**config.mk**
```make
export PLATFORM = sky130hd
export DESIGN_NAME = usb_endpoint_register_set
export DESIGN_NICKNAME = d
export VERILOG_FILES = /design/src/logic/usb_regs_pkg.sv /design/src/logic/usb_endpoint_register_set.sv /design/src/logic/token_filter.sv
export SDC_FILE = /design/constraint.sdc
export NUM_CORES = 1
export LEC_CHECK = 0
export ABC_CLOCK_PERIOD_IN_PS = 2400
export BUFFER_PORTS_ARGS = -buffer_cell sky130_fd_sc_hd__clkbuf_2
export CAP_MARGIN = 20
export CELL_PAD_IN_SITES_DETAIL_PLACEMENT = 1
export CELL_PAD_IN_SITES_GLOBAL_PLACEMENT = 2
export CORE_ASPECT_RATIO = 1.4
export CORE_UTILIZATION = 33
export CTS_CLUSTER_DIAMETER = 40
export CTS_CLUSTER_SIZE = 25
export DETAILED_ROUTE_END_ITERATION = 7
export PLACE_DENSITY_LB_ADDON = 0.2
export REMOVE_ABC_BUFFERS = 1
export SYNTH_ARGS = -nofsm -noshare
export SYNTH_HDL_FRONTEND = slang
export SYNTH_HIERARCHICAL = 1
export SYNTH_SLANG_ARGS = --single-unit
export TNS_END_PERCENT = 1
```
**constraint.sdc**
```tcl
create_clock -name mclk -period 2.4 [get_ports mclk]
set_input_delay 0.12 -clock mclk [delete_from_list [all_inputs] [get_ports mclk]]
set_output_delay 0.12 -clock mclk [all_outputs]
set_load 0.01 [all_outputs]
```
**src/logic/usb_regs_pkg.sv**
```systemverilog
// Constants shared by the endpoint register set and its token filter.
// Assumes a 32-bit AXI4-Lite register bus and an 8-bit register file.
package usb_regs_pkg;

  // Bus geometry
  localparam int unsigned AXI_ADDR_W = 18;
  localparam int unsigned AXI_DATA_W = 32;
  localparam int unsigned AXI_STRB_W = 4;
  localparam int unsigned IDX_W      = 16;
  localparam int unsigned REG_W      = 8;

  // Register indices; byte address is four times the index
  localparam logic [15:0] IDX_FRAME_LOW  = 16'hc7d8;
  localparam logic [15:0] IDX_FRAME_HIGH = 16'hc7d9;
  localparam logic [15:0] IDX_DEV_ADDR   = 16'hc7db;
  localparam logic [15:0] IDX_PAIRING    = 16'hc7dd;
  localparam logic [15:0] IDX_IN_MASK    = 16'hc7de;
  localparam logic [15:0] IDX_OUT_MASK   = 16'hc7df;
  localparam logic [15:0] IDX_ISO_IN_EN  = 16'hc7e0;
  localparam logic [15:0] IDX_ISO_OUT_EN = 16'hc7e1;
  localparam logic [15:0] IDX_ISO_OUT_BUF = 16'hc7f0;
  localparam logic [15:0] IDX_ISO_IN_BUF = 16'hc7f8;
  localparam logic [15:0] IDX_SETUP_BASE = 16'h0ce8;
  localparam int unsigned SETUP_BYTES    = 8;
  localparam int unsigned SETUP_IDX_W    = 3;

  // Field layouts
  localparam int unsigned FRAME_W        = 10;
  localparam int unsigned FRAME_LOW_W    = 8;
  localparam int unsigned DEV_ADDR_W     = 7;
  localparam int unsigned ZLR_BIT        = 7;
  localparam int unsigned PAIR_OUT45_BIT = 4;
  localparam int unsigned PAIR_OUT23_BIT = 3;
  localparam int unsigned PAIR_IN67_BIT  = 2;
  localparam int unsigned PAIR_IN45_BIT  = 1;
  localparam int unsigned PAIR_IN23_BIT  = 0;
  localparam logic [7:0]  PAIR_MASK      = 8'h9f;
  localparam int unsigned EP_MASK_W      = 6;
  localparam int unsigned EP_W           = 4;
  localparam logic [3:0]  EP_BULK_LAST   = 4'h5;
  localparam logic [3:0]  EP_UNMASK_LO   = 4'h6;
  localparam logic [3:0]  EP_UNMASK_HI   = 4'h7;
  localparam logic [3:0]  EP_ISO         = 4'h8;
  localparam int unsigned ISO_EN_BIT     = 0;
  localparam int unsigned BUF_FIELD_LSB  = 2;
  localparam int unsigned BUF_FIELD_W    = 6;
  localparam int unsigned BUF_ADDR_W     = 10;
  localparam int unsigned BUF_ADDR_LSB   = 4;

  // Reset values
  localparam logic [7:0]  RST_REG8       = 8'h00;
  localparam logic [9:0]  RST_FRAME      = 10'h000;
  localparam logic [6:0]  RST_DEV_ADDR   = 7'h00;

  // Bus responses
  localparam logic [1:0]  RESP_OKAY      = 2'h0;
  localparam logic [1:0]  RESP_SLVERR    = 2'h2;

endpackage : usb_regs_pkg

```
**src/logic/usb_endpoint_register_set.sv**
```systemverilog
// Endpoint register set of a full-speed USB device controller, on AXI4-Lite.
// Assumes a packet decoder that strobes SOF, address, token and SETUP events.
//
// Decided for this implementation: the AXI4-Lite slave port.
module usb_endpoint_register_set (
  // Clock and reset
  input  wire logic                                mclk,
  input  wire logic                                nrst,
  // AXI4-Lite write address
  input  wire logic [usb_regs_pkg::AXI_ADDR_W-1:0] awaddr,
  input  wire logic                                awvalid,
  output logic                                     awready,
  // AXI4-Lite write data
  input  wire logic [usb_regs_pkg::AXI_DATA_W-1:0] wdata,
  input  wire logic [usb_regs_pkg::AXI_STRB_W-1:0] wstrb,
  input  wire logic                                wvalid,
  output logic                                     wready,
  // AXI4-Lite write response
  output logic [1:0]                               bresp,
  output logic                                     bvalid,
  input  wire logic                                bready,
  // AXI4-Lite read address
  input  wire logic [usb_regs_pkg::AXI_ADDR_W-1:0] araddr,
  input  wire logic                                arvalid,
  output logic                                     arready,
  // AXI4-Lite read data
  output logic [usb_regs_pkg::AXI_DATA_W-1:0]      rdata,
  output logic [1:0]                               rresp,
  output logic                                     rvalid,
  input  wire logic                                rready,
  // Frame and address events from the packet decoder
  input  wire logic                                sof_valid,
  input  wire logic [usb_regs_pkg::FRAME_W-1:0]    sof_frame,
  input  wire logic                                addr_set_valid,
  input  wire logic [usb_regs_pkg::DEV_ADDR_W-1:0] addr_set_value,
  // Token events from the packet decoder
  input  wire logic                                token_valid,
  input  wire logic [usb_regs_pkg::DEV_ADDR_W-1:0] token_addr,
  input  wire logic [usb_regs_pkg::EP_W-1:0]       token_ep,
  input  wire logic                                token_is_in,
  input  wire logic                                iso_in_empty,
  // SETUP data bytes from the packet decoder
  input  wire logic                                setup_start,
  input  wire logic                                setup_byte_valid,
  input  wire logic [usb_regs_pkg::REG_W-1:0]      setup_byte,
  // Token decision, one-cycle pulses
  output logic                                     token_respond,
  output logic                                     token_ignore,
  output logic                                     zero_length_reply,
  // Endpoint pairing levels
  output logic                                     pair_out_four_five,
  output logic                                     pair_out_two_three,
  output logic                                     pair_in_six_seven,
  output logic                                     pair_in_four_five,
  output logic                                     pair_in_two_three,
  // Isochronous buffer start addresses
  output logic [usb_regs_pkg::BUF_ADDR_W-1:0]      iso_out_buffer_start,
  output logic [usb_regs_pkg::BUF_ADDR_W-1:0]      iso_in_buffer_start
);

  typedef enum logic [1:0] {
    wr_idle = 2'b01,
    wr_resp = 2'b10
  } wr_state_type;

  typedef enum logic [1:0] {
    rd_idle = 2'b01,
    rd_resp = 2'b10
  } rd_state_type;

  // Bus channel state
  wr_state_type                         wr_state_q;
  rd_state_type                         rd_state_q;
  logic                                 aw_got_q;
  logic                                 w_got_q;
  logic [usb_regs_pkg::IDX_W-1:0]       wr_idx_q;
  logic [usb_regs_pkg::REG_W-1:0]       wr_byte_q;
  logic                                 wr_lane_q;
  logic [1:0]                           bresp_q;
  logic [usb_regs_pkg::AXI_DATA_W-1:0]  rdata_q;
  logic [1:0]                           rresp_q;

  // Register file
  logic [usb_regs_pkg::FRAME_W-1:0]     frame_q;
  logic [usb_regs_pkg::DEV_ADDR_W-1:0]  dev_addr_q;
  logic [usb_regs_pkg::REG_W-1:0]       pairing_q;
  logic [usb_regs_pkg::EP_MASK_W-1:0]   in_mask_q;
  logic [usb_regs_pkg::EP_MASK_W-1:0]   out_mask_q;
  logic                                 iso_in_en_q;
  logic                                 iso_out_en_q;
  logic [usb_regs_pkg::BUF_FIELD_W-1:0] iso_out_buf_q;
  logic [usb_regs_pkg::BUF_FIELD_W-1:0] iso_in_buf_q;
  logic [usb_regs_pkg::REG_W-1:0]       setup_mem_q [0:usb_regs_pkg::SETUP_BYTES-1];
  logic [usb_regs_pkg::SETUP_IDX_W-1:0] setup_ptr_q;

  // Decode helpers
  logic                                 do_write;
  logic                                 wr_en;
  logic                                 wr_mapped;
  logic                                 rd_take;
  logic [usb_regs_pkg::IDX_W-1:0]       rd_idx;
  logic                                 rd_hit_setup;
  logic                                 rd_mapped;
  logic [usb_regs_pkg::REG_W-1:0]       rd_byte_d;

  // Handshakes decoded from state; data from flops
  assign awready  = (wr_state_q == wr_idle) && !aw_got_q;
  assign wready   = (wr_state_q == wr_idle) && !w_got_q;
  assign bvalid   = (wr_state_q == wr_resp);
  assign bresp    = bresp_q;
  assign arready  = (rd_state_q == rd_idle);
  assign rvalid   = (rd_state_q == rd_resp);
  assign rdata    = rdata_q;
  assign rresp    = rresp_q;
  assign do_write = (wr_state_q == wr_idle) && aw_got_q && w_got_q;
  assign wr_en    = do_write && wr_lane_q; // Only byte lane 0 carries register data

  // Address and data latched separately, in either order
  always_ff @(posedge mclk) begin
    if (!nrst) begin
      aw_got_q  <= 1'b0;
      wr_idx_q  <= '0;
    end else if (awvalid && awready) begin
      aw_got_q  <= 1'b1;
      wr_idx_q  <= awaddr[usb_regs_pkg::AXI_ADDR_W-1:2];
    end else if (do_write) begin
      aw_got_q  <= 1'b0;
    end
  end

  // Write data; upper byte lanes have no storage
  always_ff @(posedge mclk) begin
    if (!nrst) begin
      w_got_q   <= 1'b0;
      wr_byte_q <= usb_regs_pkg::RST_REG8;
      wr_lane_q <= 1'b0;
    end else if (wvalid && wready) begin
      w_got_q   <= 1'b1;
      wr_byte_q <= wdata[usb_regs_pkg::REG_W-1:0];
      wr_lane_q <= wstrb[0];
    end else if (do_write) begin
      w_got_q   <= 1'b0;
    end
  end

  // Mapped indices; read-only ones answer OKAY unchanged
  always_comb begin
    case (wr_idx_q)
      usb_regs_pkg::IDX_FRAME_LOW,
      usb_regs_pkg::IDX_FRAME_HIGH,
      usb_regs_pkg::IDX_DEV_ADDR,
      usb_regs_pkg::IDX_PAIRING,
      usb_regs_pkg::IDX_IN_MASK,
      usb_regs_pkg::IDX_OUT_MASK,
      usb_regs_pkg::IDX_ISO_IN_EN,
      usb_regs_pkg::IDX_ISO_OUT_EN,
      usb_regs_pkg::IDX_ISO_OUT_BUF,
      usb_regs_pkg::IDX_ISO_IN_BUF: wr_mapped = 1'b1;
      default: wr_mapped = (wr_idx_q[usb_regs_pkg::IDX_W-1:usb_regs_pkg::SETUP_IDX_W] ==
                            usb_regs_pkg::IDX_SETUP_BASE[usb_regs_pkg::IDX_W-1:usb_regs_pkg::SETUP_IDX_W]);
    endcase
  end

  // Write channel state machine
  always_ff @(posedge mclk) begin
    if (!nrst) begin
      wr_state_q <= wr_idle;
      bresp_q    <= usb_regs_pkg::RESP_OKAY;
    end else begin
      case (wr_state_q)
        wr_idle: begin
          if (do_write) begin
            wr_state_q <= wr_resp;
            bresp_q    <= wr_mapped ? usb_regs_pkg::RESP_OKAY : usb_regs_pkg::RESP_SLVERR;
          end
        end
        wr_resp: begin
          if (bready) begin
            wr_state_q <= wr_idle;
          end
        end
        default: wr_state_q <= wr_idle;
      endcase
    end
  end

  // Pairing and zero-length reply control; bits 6:5 hold no storage
  always_ff @(posedge mclk) begin
    if (!nrst) begin
      pairing_q <= usb_regs_pkg::RST_REG8;
    end else if (wr_en && wr_idx_q == usb_regs_pkg::IDX_PAIRING) begin
      pairing_q <= wr_byte_q & usb_regs_pkg::PAIR_MASK;
    end
  end

  // Endpoint masks; bits 7:6 read as zero
  always_ff @(posedge mclk) begin
    if (!nrst) begin
      in_mask_q  <= '0;
      out_mask_q <= '0;
    end else if (wr_en) begin
      if (wr_idx_q == usb_regs_pkg::IDX_IN_MASK) begin
        in_mask_q  <= wr_byte_q[usb_regs_pkg::EP_MASK_W-1:0];
      end
      if (wr_idx_q == usb_regs_pkg::IDX_OUT_MASK) begin
        out_mask_q <= wr_byte_q[usb_regs_pkg::EP_MASK_W-1:0];
      end
    end
  end

  // Isochronous endpoint enables
  always_ff @(posedge mclk) begin
    if (!nrst) begin
      iso_in_en_q  <= 1'b0;
      iso_out_en_q <= 1'b0;
    end else if (wr_en) begin
      if (wr_idx_q == usb_regs_pkg::IDX_ISO_IN_EN) begin
        iso_in_en_q  <= wr_byte_q[usb_regs_pkg::ISO_EN_BIT];
      end
      if (wr_idx_q == usb_regs_pkg::IDX_ISO_OUT_EN) begin
        iso_out_en_q <= wr_byte_q[usb_regs_pkg::ISO_EN_BIT];
      end
    end
  end

  // Isochronous buffer starts keep only address bits 9:4
  always_ff @(posedge mclk) begin
    if (!nrst) begin
      iso_out_buf_q <= '0;
      iso_in_buf_q  <= '0;
    end else if (wr_en) begin
      if (wr_idx_q == usb_regs_pkg::IDX_ISO_OUT_BUF) begin
        iso_out_buf_q <= wr_byte_q[usb_regs_pkg::REG_W-1:usb_regs_pkg::BUF_FIELD_LSB];
      end
      if (wr_idx_q == usb_regs_pkg::IDX_ISO_IN_BUF) begin
        iso_in_buf_q  <= wr_byte_q[usb_regs_pkg::REG_W-1:usb_regs_pkg::BUF_FIELD_LSB];
      end
    end
  end

  // Frame number loaded from each SOF; ten bits, taken as sent, not counted
  always_ff @(posedge mclk) begin
    if (!nrst) begin
      frame_q <= usb_regs_pkg::RST_FRAME;
    end else if (sof_valid) begin
      frame_q <= sof_frame;
    end
  end

  // Function address from the host; software writes never reach it
  always_ff @(posedge mclk) begin
    if (!nrst) begin
      dev_addr_q <= usb_regs_pkg::RST_DEV_ADDR;
    end else if (addr_set_valid) begin
      dev_addr_q <= addr_set_value;
    end
  end

  // SETUP capture; a new packet restarts at byte 0
  always_ff @(posedge mclk) begin
    if (!nrst) begin
      setup_ptr_q <= '0;
    end else if (setup_start) begin
      setup_ptr_q <= '0;
    end else if (setup_byte_valid) begin
      setup_ptr_q <= setup_ptr_q + 1'b1;
    end
  end

  // SETUP storage; unreset so it maps onto RAM
  always_ff @(posedge mclk) begin
    if (setup_byte_valid && !setup_start) begin
      setup_mem_q[setup_ptr_q] <= setup_byte;
    end
  end

  // Read decode
  assign rd_take      = arvalid && arready;
  assign rd_idx       = araddr[usb_regs_pkg::AXI_ADDR_W-1:2];
  assign rd_hit_setup = (rd_idx[usb_regs_pkg::IDX_W-1:usb_regs_pkg::SETUP_IDX_W] ==
                         usb_regs_pkg::IDX_SETUP_BASE[usb_regs_pkg::IDX_W-1:usb_regs_pkg::SETUP_IDX_W]);

  // Read multiplexer; unused bits read as zero
  always_comb begin
    rd_byte_d = '0;
    rd_mapped = 1'b1;
    case (rd_idx)
      usb_regs_pkg::IDX_FRAME_LOW:   rd_byte_d = frame_q[usb_regs_pkg::FRAME_LOW_W-1:0];
      usb_regs_pkg::IDX_FRAME_HIGH:  rd_byte_d = 8'(frame_q[usb_regs_pkg::FRAME_W-1:usb_regs_pkg::FRAME_LOW_W]);
      usb_regs_pkg::IDX_DEV_ADDR:    rd_byte_d = 8'(dev_addr_q);
      usb_regs_pkg::IDX_PAIRING:     rd_byte_d = pairing_q;
      usb_regs_pkg::IDX_IN_MASK:     rd_byte_d = 8'(in_mask_q);
      usb_regs_pkg::IDX_OUT_MASK:    rd_byte_d = 8'(out_mask_q);
      usb_regs_pkg::IDX_ISO_IN_EN:   rd_byte_d = 8'(iso_in_en_q);
      usb_regs_pkg::IDX_ISO_OUT_EN:  rd_byte_d = 8'(iso_out_en_q);
      usb_regs_pkg::IDX_ISO_OUT_BUF: rd_byte_d = {iso_out_buf_q, 2'h0};
      usb_regs_pkg::IDX_ISO_IN_BUF:  rd_byte_d = {iso_in_buf_q, 2'h0};
      default: begin
        if (rd_hit_setup) begin
          rd_byte_d = setup_mem_q[rd_idx[usb_regs_pkg::SETUP_IDX_W-1:0]];
        end else begin
          rd_mapped = 1'b0;
        end
      end
    endcase
  end

  // Read channel; data sampled at the address handshake
  always_ff @(posedge mclk) begin
    if (!nrst) begin
      rd_state_q <= rd_idle;
      rdata_q    <= '0;
      rresp_q    <= usb_regs_pkg::RESP_OKAY;
    end else begin
      case (rd_state_q)
        rd_idle: begin
          if (rd_take) begin
            rd_state_q <= rd_resp;
            rdata_q    <= 32'(rd_byte_d);
            rresp_q    <= rd_mapped ? usb_regs_pkg::RESP_OKAY : usb_regs_pkg::RESP_SLVERR;
          end
        end
        rd_resp: begin
          if (rready) begin
            rd_state_q <= rd_idle;
          end
        end
        default: rd_state_q <= rd_idle;
      endcase
    end
  end

  // Pairing levels straight from the control flops
  assign pair_out_four_five = pairing_q[usb_regs_pkg::PAIR_OUT45_BIT];
  assign pair_out_two_three = pairing_q[usb_regs_pkg::PAIR_OUT23_BIT];
  assign pair_in_six_seven  = pairing_q[usb_regs_pkg::PAIR_IN67_BIT];
  assign pair_in_four_five  = pairing_q[usb_regs_pkg::PAIR_IN45_BIT];
  assign pair_in_two_three  = pairing_q[usb_regs_pkg::PAIR_IN23_BIT];

  // Ten-bit buffer start; low nibble always zero
  assign iso_out_buffer_start = {iso_out_buf_q, {usb_regs_pkg::BUF_ADDR_LSB{1'b0}}};
  assign iso_in_buffer_start  = {iso_in_buf_q, {usb_regs_pkg::BUF_ADDR_LSB{1'b0}}};

  // Filter sees live register values; mask changes act at once
  token_filter u_token_filter (
    .mclk              (mclk),
    .nrst              (nrst),
    .token_valid       (token_valid),
    .token_addr        (token_addr),
    .token_ep          (token_ep),
    .token_is_in       (token_is_in),
    .iso_in_empty      (iso_in_empty),
    .dev_addr          (dev_addr_q),
    .in_mask           (in_mask_q),
    .out_mask          (out_mask_q),
    .iso_in_en         (iso_in_en_q),
    .iso_out_en        (iso_out_en_q),
    .zlr_en            (pairing_q[usb_regs_pkg::ZLR_BIT]),
    .token_respond     (token_respond),
    .token_ignore      (token_ignore),
    .zero_length_reply (zero_length_reply)
  );

endmodule // usb_endpoint_register_set

```
**src/logic/token_filter.sv**
```systemverilog
// Token filter: decides, one cycle after a token, whether to answer it.
// Assumes the decoder presents token fields together with a one-cycle strobe.
module token_filter (
  // Clock and reset
  input  wire logic                            mclk,
  input  wire logic                            nrst,
  // Decoded token
  input  wire logic                            token_valid,
  input  wire logic [usb_regs_pkg::DEV_ADDR_W-1:0] token_addr,
  input  wire logic [usb_regs_pkg::EP_W-1:0]   token_ep,
  input  wire logic                            token_is_in,
  input  wire logic                            iso_in_empty,
  // Settings from the register file
  input  wire logic [usb_regs_pkg::DEV_ADDR_W-1:0] dev_addr,
  input  wire logic [usb_regs_pkg::EP_MASK_W-1:0] in_mask,
  input  wire logic [usb_regs_pkg::EP_MASK_W-1:0] out_mask,
  input  wire logic                            iso_in_en,
  input  wire logic                            iso_out_en,
  input  wire logic                            zlr_en,
  // Decision, one-cycle pulses
  output logic                                 token_respond,
  output logic                                 token_ignore,
  output logic                                 zero_length_reply
);

  logic addr_match;
  logic ep_enabled;
  logic iso_empty_in;

  // Endpoint enables; 6 and 7 have no mask bit
  always_comb begin
    ep_enabled = 1'b0;
    if (token_ep <= usb_regs_pkg::EP_BULK_LAST) begin
      ep_enabled = token_is_in ? in_mask[token_ep[2:0]] : out_mask[token_ep[2:0]];
    end else if (token_ep == usb_regs_pkg::EP_UNMASK_LO || token_ep == usb_regs_pkg::EP_UNMASK_HI) begin
      ep_enabled = 1'b1;
    end else if (token_ep == usb_regs_pkg::EP_ISO) begin
      ep_enabled = token_is_in ? iso_in_en : iso_out_en;
    end
  end

  assign addr_match   = (token_addr == dev_addr);
  assign iso_empty_in = token_is_in && (token_ep == usb_regs_pkg::EP_ISO) && iso_in_empty;

  // Registered so answers never glitch
  always_ff @(posedge mclk) begin
    if (!nrst) begin
      token_respond     <= 1'b0;
      token_ignore      <= 1'b0;
      zero_length_reply <= 1'b0;
    end else begin
      token_respond     <= token_valid && addr_match && ep_enabled && !iso_empty_in;
      zero_length_reply <= token_valid && addr_match && ep_enabled && iso_empty_in && zlr_en;
      token_ignore      <= token_valid && !(addr_match && ep_enabled && (!iso_empty_in || zlr_en));
    end
  end

endmodule // token_filter

```
==> impl_metrics.yaml, run 1 <==
timing:
  setup_ws_ns: 0.434
  relSlewSlack_pct: 53.1
  hold_viol: 0
  fin_crit_ns: 1.97
  worstMarginPinSlew_ns: 0.703
  setup_violations: 0
  setup_tns_ns: 0
  skew_ns: 0.0122
  fmax_mhz: 509
  period_share_pct: 81.9
  rsz0062_at_grt: "false"
  maxSlewViolCount: 0
layout:
  multi_input_area_mm2: 0.00329
  seqCellArea_mm2: 0.00384
  diodes: 0
  area_delta_synth_final_pct: 26.9
  final_cell_mix: "nand2_1, clkbuf_2, dfxtp_1"
  nNetsFinal: 984
  drive_gt1_share_pct: 24.6
  n_fill_cell: 2536
  layout_commonest_cell: "nand2_1"
critical_path:
  r2r_end: "in_mask_q[2]$_SDFFE_PN0P_"
  worstPathArrival_ns: 2.32
  reg2reg_slack_ns: 0.43
  crit_fanout: 6
  start_kind: "flip-flop"
  worstRegToRegCells: 5
  cp.required_ns: 2.75
  critPathKind: "reg -> reg"
  worstReg2RegStart: "wr_idx_q[13]$_SDFFE_PN0P_"
  worstSetupEndpointType: "flip-flop"
logic_synthesis:
  synth-edff-count: 64
  synth.distinct_cells: 68
  syn_inst: 675
  synth_flop_cell: "dfxtp_1"
  async_flop_share_pct: 0
  syn_area_per_cell_um2: 11.0
  ys_seq_area_share_pct: 51.7
  synth_area_mm2: 0.00744
  synth-seq-cells: 160
  synth_warnings: 6
clock_tree:
  clk_pin_slew_worst_paths_ns: 0.07
  cts-buffers-inserted: 17
  postCtsSetupBuffers: 0
  cts_buffer_depth: 2
  clock-sinks: 160
  cts_htree_levels: 4
  cts_root_buffer: "clkbuf_16"
  clk-insertion-delay-late_ns: 0.43
  tritoncts: "built"
power:
  powerDensity_mw_per_mm2: 652
  internal_power_uw: 4540
  power_frac_clock_pct: 43.0
  power_frac_comb_pct: 9.2
  cellLeakagePower_uw: 0.00371
  p_sw_uw: 1610
  p_sw_share_pct: 26.2
  p_seq_share_pct: 47.9
  vdd_drop_max_mv: 0.459
placed_design:
  hpwl_um: 15700
  preCtsSetupSlack_ns: 0.319
  gp_congestion: 0.788
  io_buffers: 125
min_path:
  hp-start: "bready"
  hp-class: "in -> reg"
  whs_path_depth: 3
  hold_end: "wr_state_q[1]$_SDFFE_PN0P_"
grt:
  antenna_found_initial: 0
  grt_pass1_vias: 6302
  grt_usage_pct: 19.2
  grt_start_max_net_pins: 36
  grt_pass1_wl_um: 33300
  grt.overflow.total: 0
detailed_routing:
  ant_nets: 0
  first_pass_iters: 4
  drt_iter0_drc: 200
  routed_via_density: 4.88
  wl_per_cell_um: 17.9
  vias: 5714
  post-route-drc-count: 0
  drt_wl_total_um: 20900
die:
  die_area_mm2: 0.0231
  start_util_pct: 33.9
  die_y_um: 180
  die_w_um: 129
  core_mm2: 0.0219
  rows: 64
  io_pins: 191
status:
  outcome: "complete, no violations"
run:
  maxCapViolCount: 0
[how the worst max path moves through the flow]
stage | endpoint | start | slack (ns)
after global routing | out_mask_q[5]$_SDFFE_PN0P_ | wr_idx_q[13]$_SDFFE_PN0P_ | 0.31
after detailed placement | rdata[6]$_SDFFE_PN0P_ | araddr[3] | 0.32
after CTS | in_mask_q[1]$_SDFFE_PN0P_ | wr_idx_q[13]$_SDFFE_PN0P_ | 0.41
final | in_mask_q[2]$_SDFFE_PN0P_ | wr_idx_q[13]$_SDFFE_PN0P_ | 0.43
after global placement | rdata[0]$_SDFFE_PN0P_ | araddr[3] | 0.38
after floorplan | pairing_q[0]$_SDFFE_PN0P_ | wr_idx_q[13]$_SDFFE_PN0P_ | 0.56
[cells in the mapped netlist (all sizes together), types with 5 or more instances]
| cell type | n | share of area (%) |
|---|---|---|
| nand2 | 129 | 6.5 |
| a21boi | 27 | 2.7 |
| dfxtp | 96 | 26 |
| o21ai | 13 | 0.87 |
| edfxtp | 64 | 26 |
| a31oi | 5 | 0.42 |
| mux2i | 67 | 9.0 |
| a21oi | 6 | 0.40 |
| nand2b | 6 | 0.50 |
| buf | 45 | 4.4 |
| nor2b | 30 | 2.5 |
| nand4 | 10 | 1.0 |
| xnor2 | 7 | 0.82 |
| mux4 | 17 | 5.2 |
| nor4 | 7 | 0.87 |
| nor3 | 17 | 1.5 |
| and4b | 5 | 0.67 |
| clkbuf | 20 | 1.0 |
| nand3 | 12 | 0.87 |
| nor2 | 18 | 0.91 |
| and2 | 5 | 0.42 |
| a32oi | 7 | 0.82 |
[power groups by stage]
stage | Sequential [uW] | Combinational (uW) | Clock [uW]
floorplan | 2990 | 245 | 0
global placement | 3010 | 490 | 0
detailed placement | 3010 | 508 | 0
CTS | 2950 | 576 | 2730
global route | 2960 | 630 | 2840
finish | 2950 | 566 | 2640
[kinds of logic (layout without fill, tap and decap cells)]
logic type	Yosys count	in the layout	share of synthesized area, %
buf+inv	71	237	5.79
flops	160	160	51.7
xor+xnor	8	8	0.942
compound gates	79	79	7.64
fa+ha+maj	1	1	0.168
mux	88	88	14.8
other cells	1	34	0.0504
simple gates	267	267	18.9
[per-layer routing]
layer / part of all wire, % / track usage (%) / vias up
li1: - / - / 2747
met1: 39 / 20.7 / 2811
met2: 55 / 36.2 / 129
met3: 3.4 / 3.54 / 27
met4: 2.0 / 7.39 / 0
met5: 0 / 0 / -
[final cells by class]
class	instances	area share, %
well taps	297	3.94
repair buffers	200	14.1
inverters	5	0.199
flip-flops and latches	160	40.7
multi-input cells	477	34.8
clock buffers	17	4.51
clock inverters	15	1.68
[sequential cells by signal, indices dropped and copies added (netlist names), 3 cells and up]
name / flops
out_mask_q: 6
setup_ptr_q: 3
pairing_q: 6
wr_idx_q: 16
wr_byte_q: 8
frame_q: 10
iso_out_buf_q: 6
dev_addr_q: 7
rdata: 8
setup_mem_q: 64
in_mask_q: 6
iso_in_buf_q: 6
[critical path, cell delays in order (launching register included)]
cell and delay (ns):
dfxtp_1 0.31, and4bb_1 0.34, nand4_4 0.15, or2_1 0.34, nor3_4 0.49, mux2i_1 0.25
[what timing repair did]
| action | CTS | global route |
|---|---|---|
| endpoints found under the hold margin | 107 | 0 |
| hold buffers | 51 | 0 |
| gates resized for setup | 0 | 0 |
[through the flow]
step / hold WS [ns] / total power [uW] / util [%] / cell area [um^2] / std cells
finish: 0.0266 / 6150 / 43.0 / 9430 / 1171
global route: 0.0249 / 6430 / 43.0 / 9430 / 1171
CTS: 0.0127 / 6250 / 43.0 / 9430 / 1171
detailed placement: 0.365 / 3520 / 38.0 / 8340 / 1088
global placement: 0.355 / 3500 / 38.0 / 8340 / 1088
floorplan: 0.219 / 3240 / - / 7150 / 642
(Power assumes the default switching activity.)
==> run 2, diff against run 1 <==
- ABC_CLOCK_PERIOD_IN_PS: 2400 -> 1980
- clock period: 2.4 -> 1.98 ns (I/O delays scaled with it)
==> run 2 against run 1 <==
  * Clock power up 20%
  * Via count up 1.1%
  * Final cell count rose by 1.5%
  * Sequential share of layout area fell by 0.59 points
  * Combinational power is 25% higher
  * Core utilization up 0.63 points
==> impl_metrics.yaml, run 2 (synthesis gave the netlist of run 1 again) <==
status:
  outcome: "complete, no violations"
grt:
  grt_start_max_net_pins: 34
  grt_pass1_wl_um: 32600
  grt_usage_pct: 18.8
  grt.overflow.total: 0
  grt_pass1_vias: 6205
  antenna_found_initial: 0
detailed_routing:
  drt_iter0_drc: 173
  post-route-drc-count: 0
  routed_via_density: 4.86
  ant_nets: 0
  vias: 5775
  drt_wl_total_um: 20800
  first_pass_iters: 4
  wl_per_cell_um: 17.5
die:
  io_pins: 191
  rows: 64
  die_w_um: 129
  die_y_um: 180
  start_util_pct: 33.9
  core_mm2: 0.0219
  die_area_mm2: 0.0231
clock_tree:
  cts_htree_levels: 4
  tritoncts: "built"
  cts-buffers-inserted: 17
  postCtsSetupBuffers: 0
  cts_root_buffer: "clkbuf_16"
  clk-insertion-delay-late_ns: 0.43
  clock-sinks: 160
  clk_pin_slew_worst_paths_ns: 0.07
  cts_buffer_depth: 2
layout:
  largest_reg_flops: 64
  regMostFlops: "setup_mem_q"
  area_delta_synth_final_pct: 28.7
  stdcell_area_mm2: 0.00957
  diodes: 0
  reg_top3: "setup_mem_q: 64 flops, wr_idx_q: 16 flops, frame_q: 10 flops"
  nNetsFinal: 1001
  layout_commonest_cell: "nand2_1"
  final_cell_mix: "nand2_1, clkbuf_2, dfxtp_1"
  drive_gt1_share_pct: 25.8
power:
  cellLeakagePower_uw: 0.00380
  powerDensity_mw_per_mm2: 777
  vdd_drop_max_mv: 0.607
run:
  maxCapViolCount: 0
timing:
  period_share_pct: 94.3
  fin_crit_ns: 1.87
  fmax_mhz: 535
  rsz0062_at_grt: "false"
  hold_viol: 0
  maxSlewViolCount: 0
  skew_ns: 0.00670
  worstMarginPinSlew_ns: 0.770
  relSlewSlack_pct: 48.7
  setup_violations: 0
  holdWs_ns: 0.0711
critical_path:
  cp.required_ns: 2.30
  critPathKind: "reg -> reg"
  worstSetupEndpointType: "flip-flop"
  start_kind: "flip-flop"
  max_stage_delay_ns: 0.48
  crit_fanout: 6
  cp_slowest_cell: "or3b_2"
  worstPathArrival_ns: 2.19
  path_cells: "or3b_2, or3_1, nor3_1, mux2i_1, nor2b_1"
placed_design:
  hpwl_um: 15700
  place_area_mm2: 0.00846
  gp_congestion: 0.859
  io_buffers: 125
min_path:
  hp-class: "in -> reg"
run 2: cell count changes in the layout (fill, tap and decap cells not counted), sizes merged:
cell | before | now
buf | 24 | 38
dlygate4sd3 | 51 | 54
run 2: through the flow:
stage	TNS, ns	worst slack, ns	total power [uW]	util [%]	instances
final	0	0.112	7440	43.6	1188
after global routing	0	0.0393	7770	43.6	1188
after CTS	0	0.0877	7570	43.6	1188
after detailed placement	-0.0487	-0.0487	4270	38.5	1102
after global placement	-0.0105	-0.00544	4250	38.5	1102
after floorplan	0	0.144	3920	-	642
run 2: path summary, 6_finish.rpt:
kind,startpoint,endpoint,slack [ns],cells after the start
min,setup_start,setup_ptr_q[2]$_SDFFE_PP0P_,0.07,3
max reg2reg,wr_idx_q[2]$_SDFFE_PN0P_,iso_in_en_q$_SDFFE_PN0P_,0.11,5
min reg2reg,wr_byte_q[1]$_SDFFE_PN0P_,wr_byte_q[1]$_SDFFE_PN0P_,0.47,2
max,wr_idx_q[2]$_SDFFE_PN0P_,iso_in_en_q$_SDFFE_PN0P_,0.11,5
run 2: report_power, final:
group | internal [uW] | total, uW | switching, uW | leakage (uW)
clock network | 1680 | 3160 | 1490 | 0.000279
logic | 331 | 705 | 374 | 0.00216
registers | 3510 | 3570 | 63.9 | 0.00136
run 2: layout make-up:
class / instances / area (um^2)
Clock buffer: 17 / 425
Clock inverter: 15 / 148
Fill cell: 2507 / 12400
Inverter: 5 / 18.8
Multi-Input combinational cell: 477 / 3290
Sequential cell: 160 / 3840
Tap cell: 297 / 372
Timing Repair Buffer: 217 / 1480
run 2: metal layers:
layer  track usage, %  part of all wire (%)
met5                0                     0
met1             20.5                    40
met2             34.9                    54
met4             6.45                   1.9
met3             4.23                   3.7
run 2: worst max-delay path: cells and delay by family (launching register included):
family | cells | cell delay, ns
mux | 1 | 0.24
flops | 1 | 0.36
simple gates | 4 | 1.16
run 2: what timing repair did:
action / in CTS / in global routing
gates resized for setup: 0 / 1
hold buffers: 54 / 0
hold endpoints to repair: 110 / 0
endpoints found under the setup margin: 0 / 1
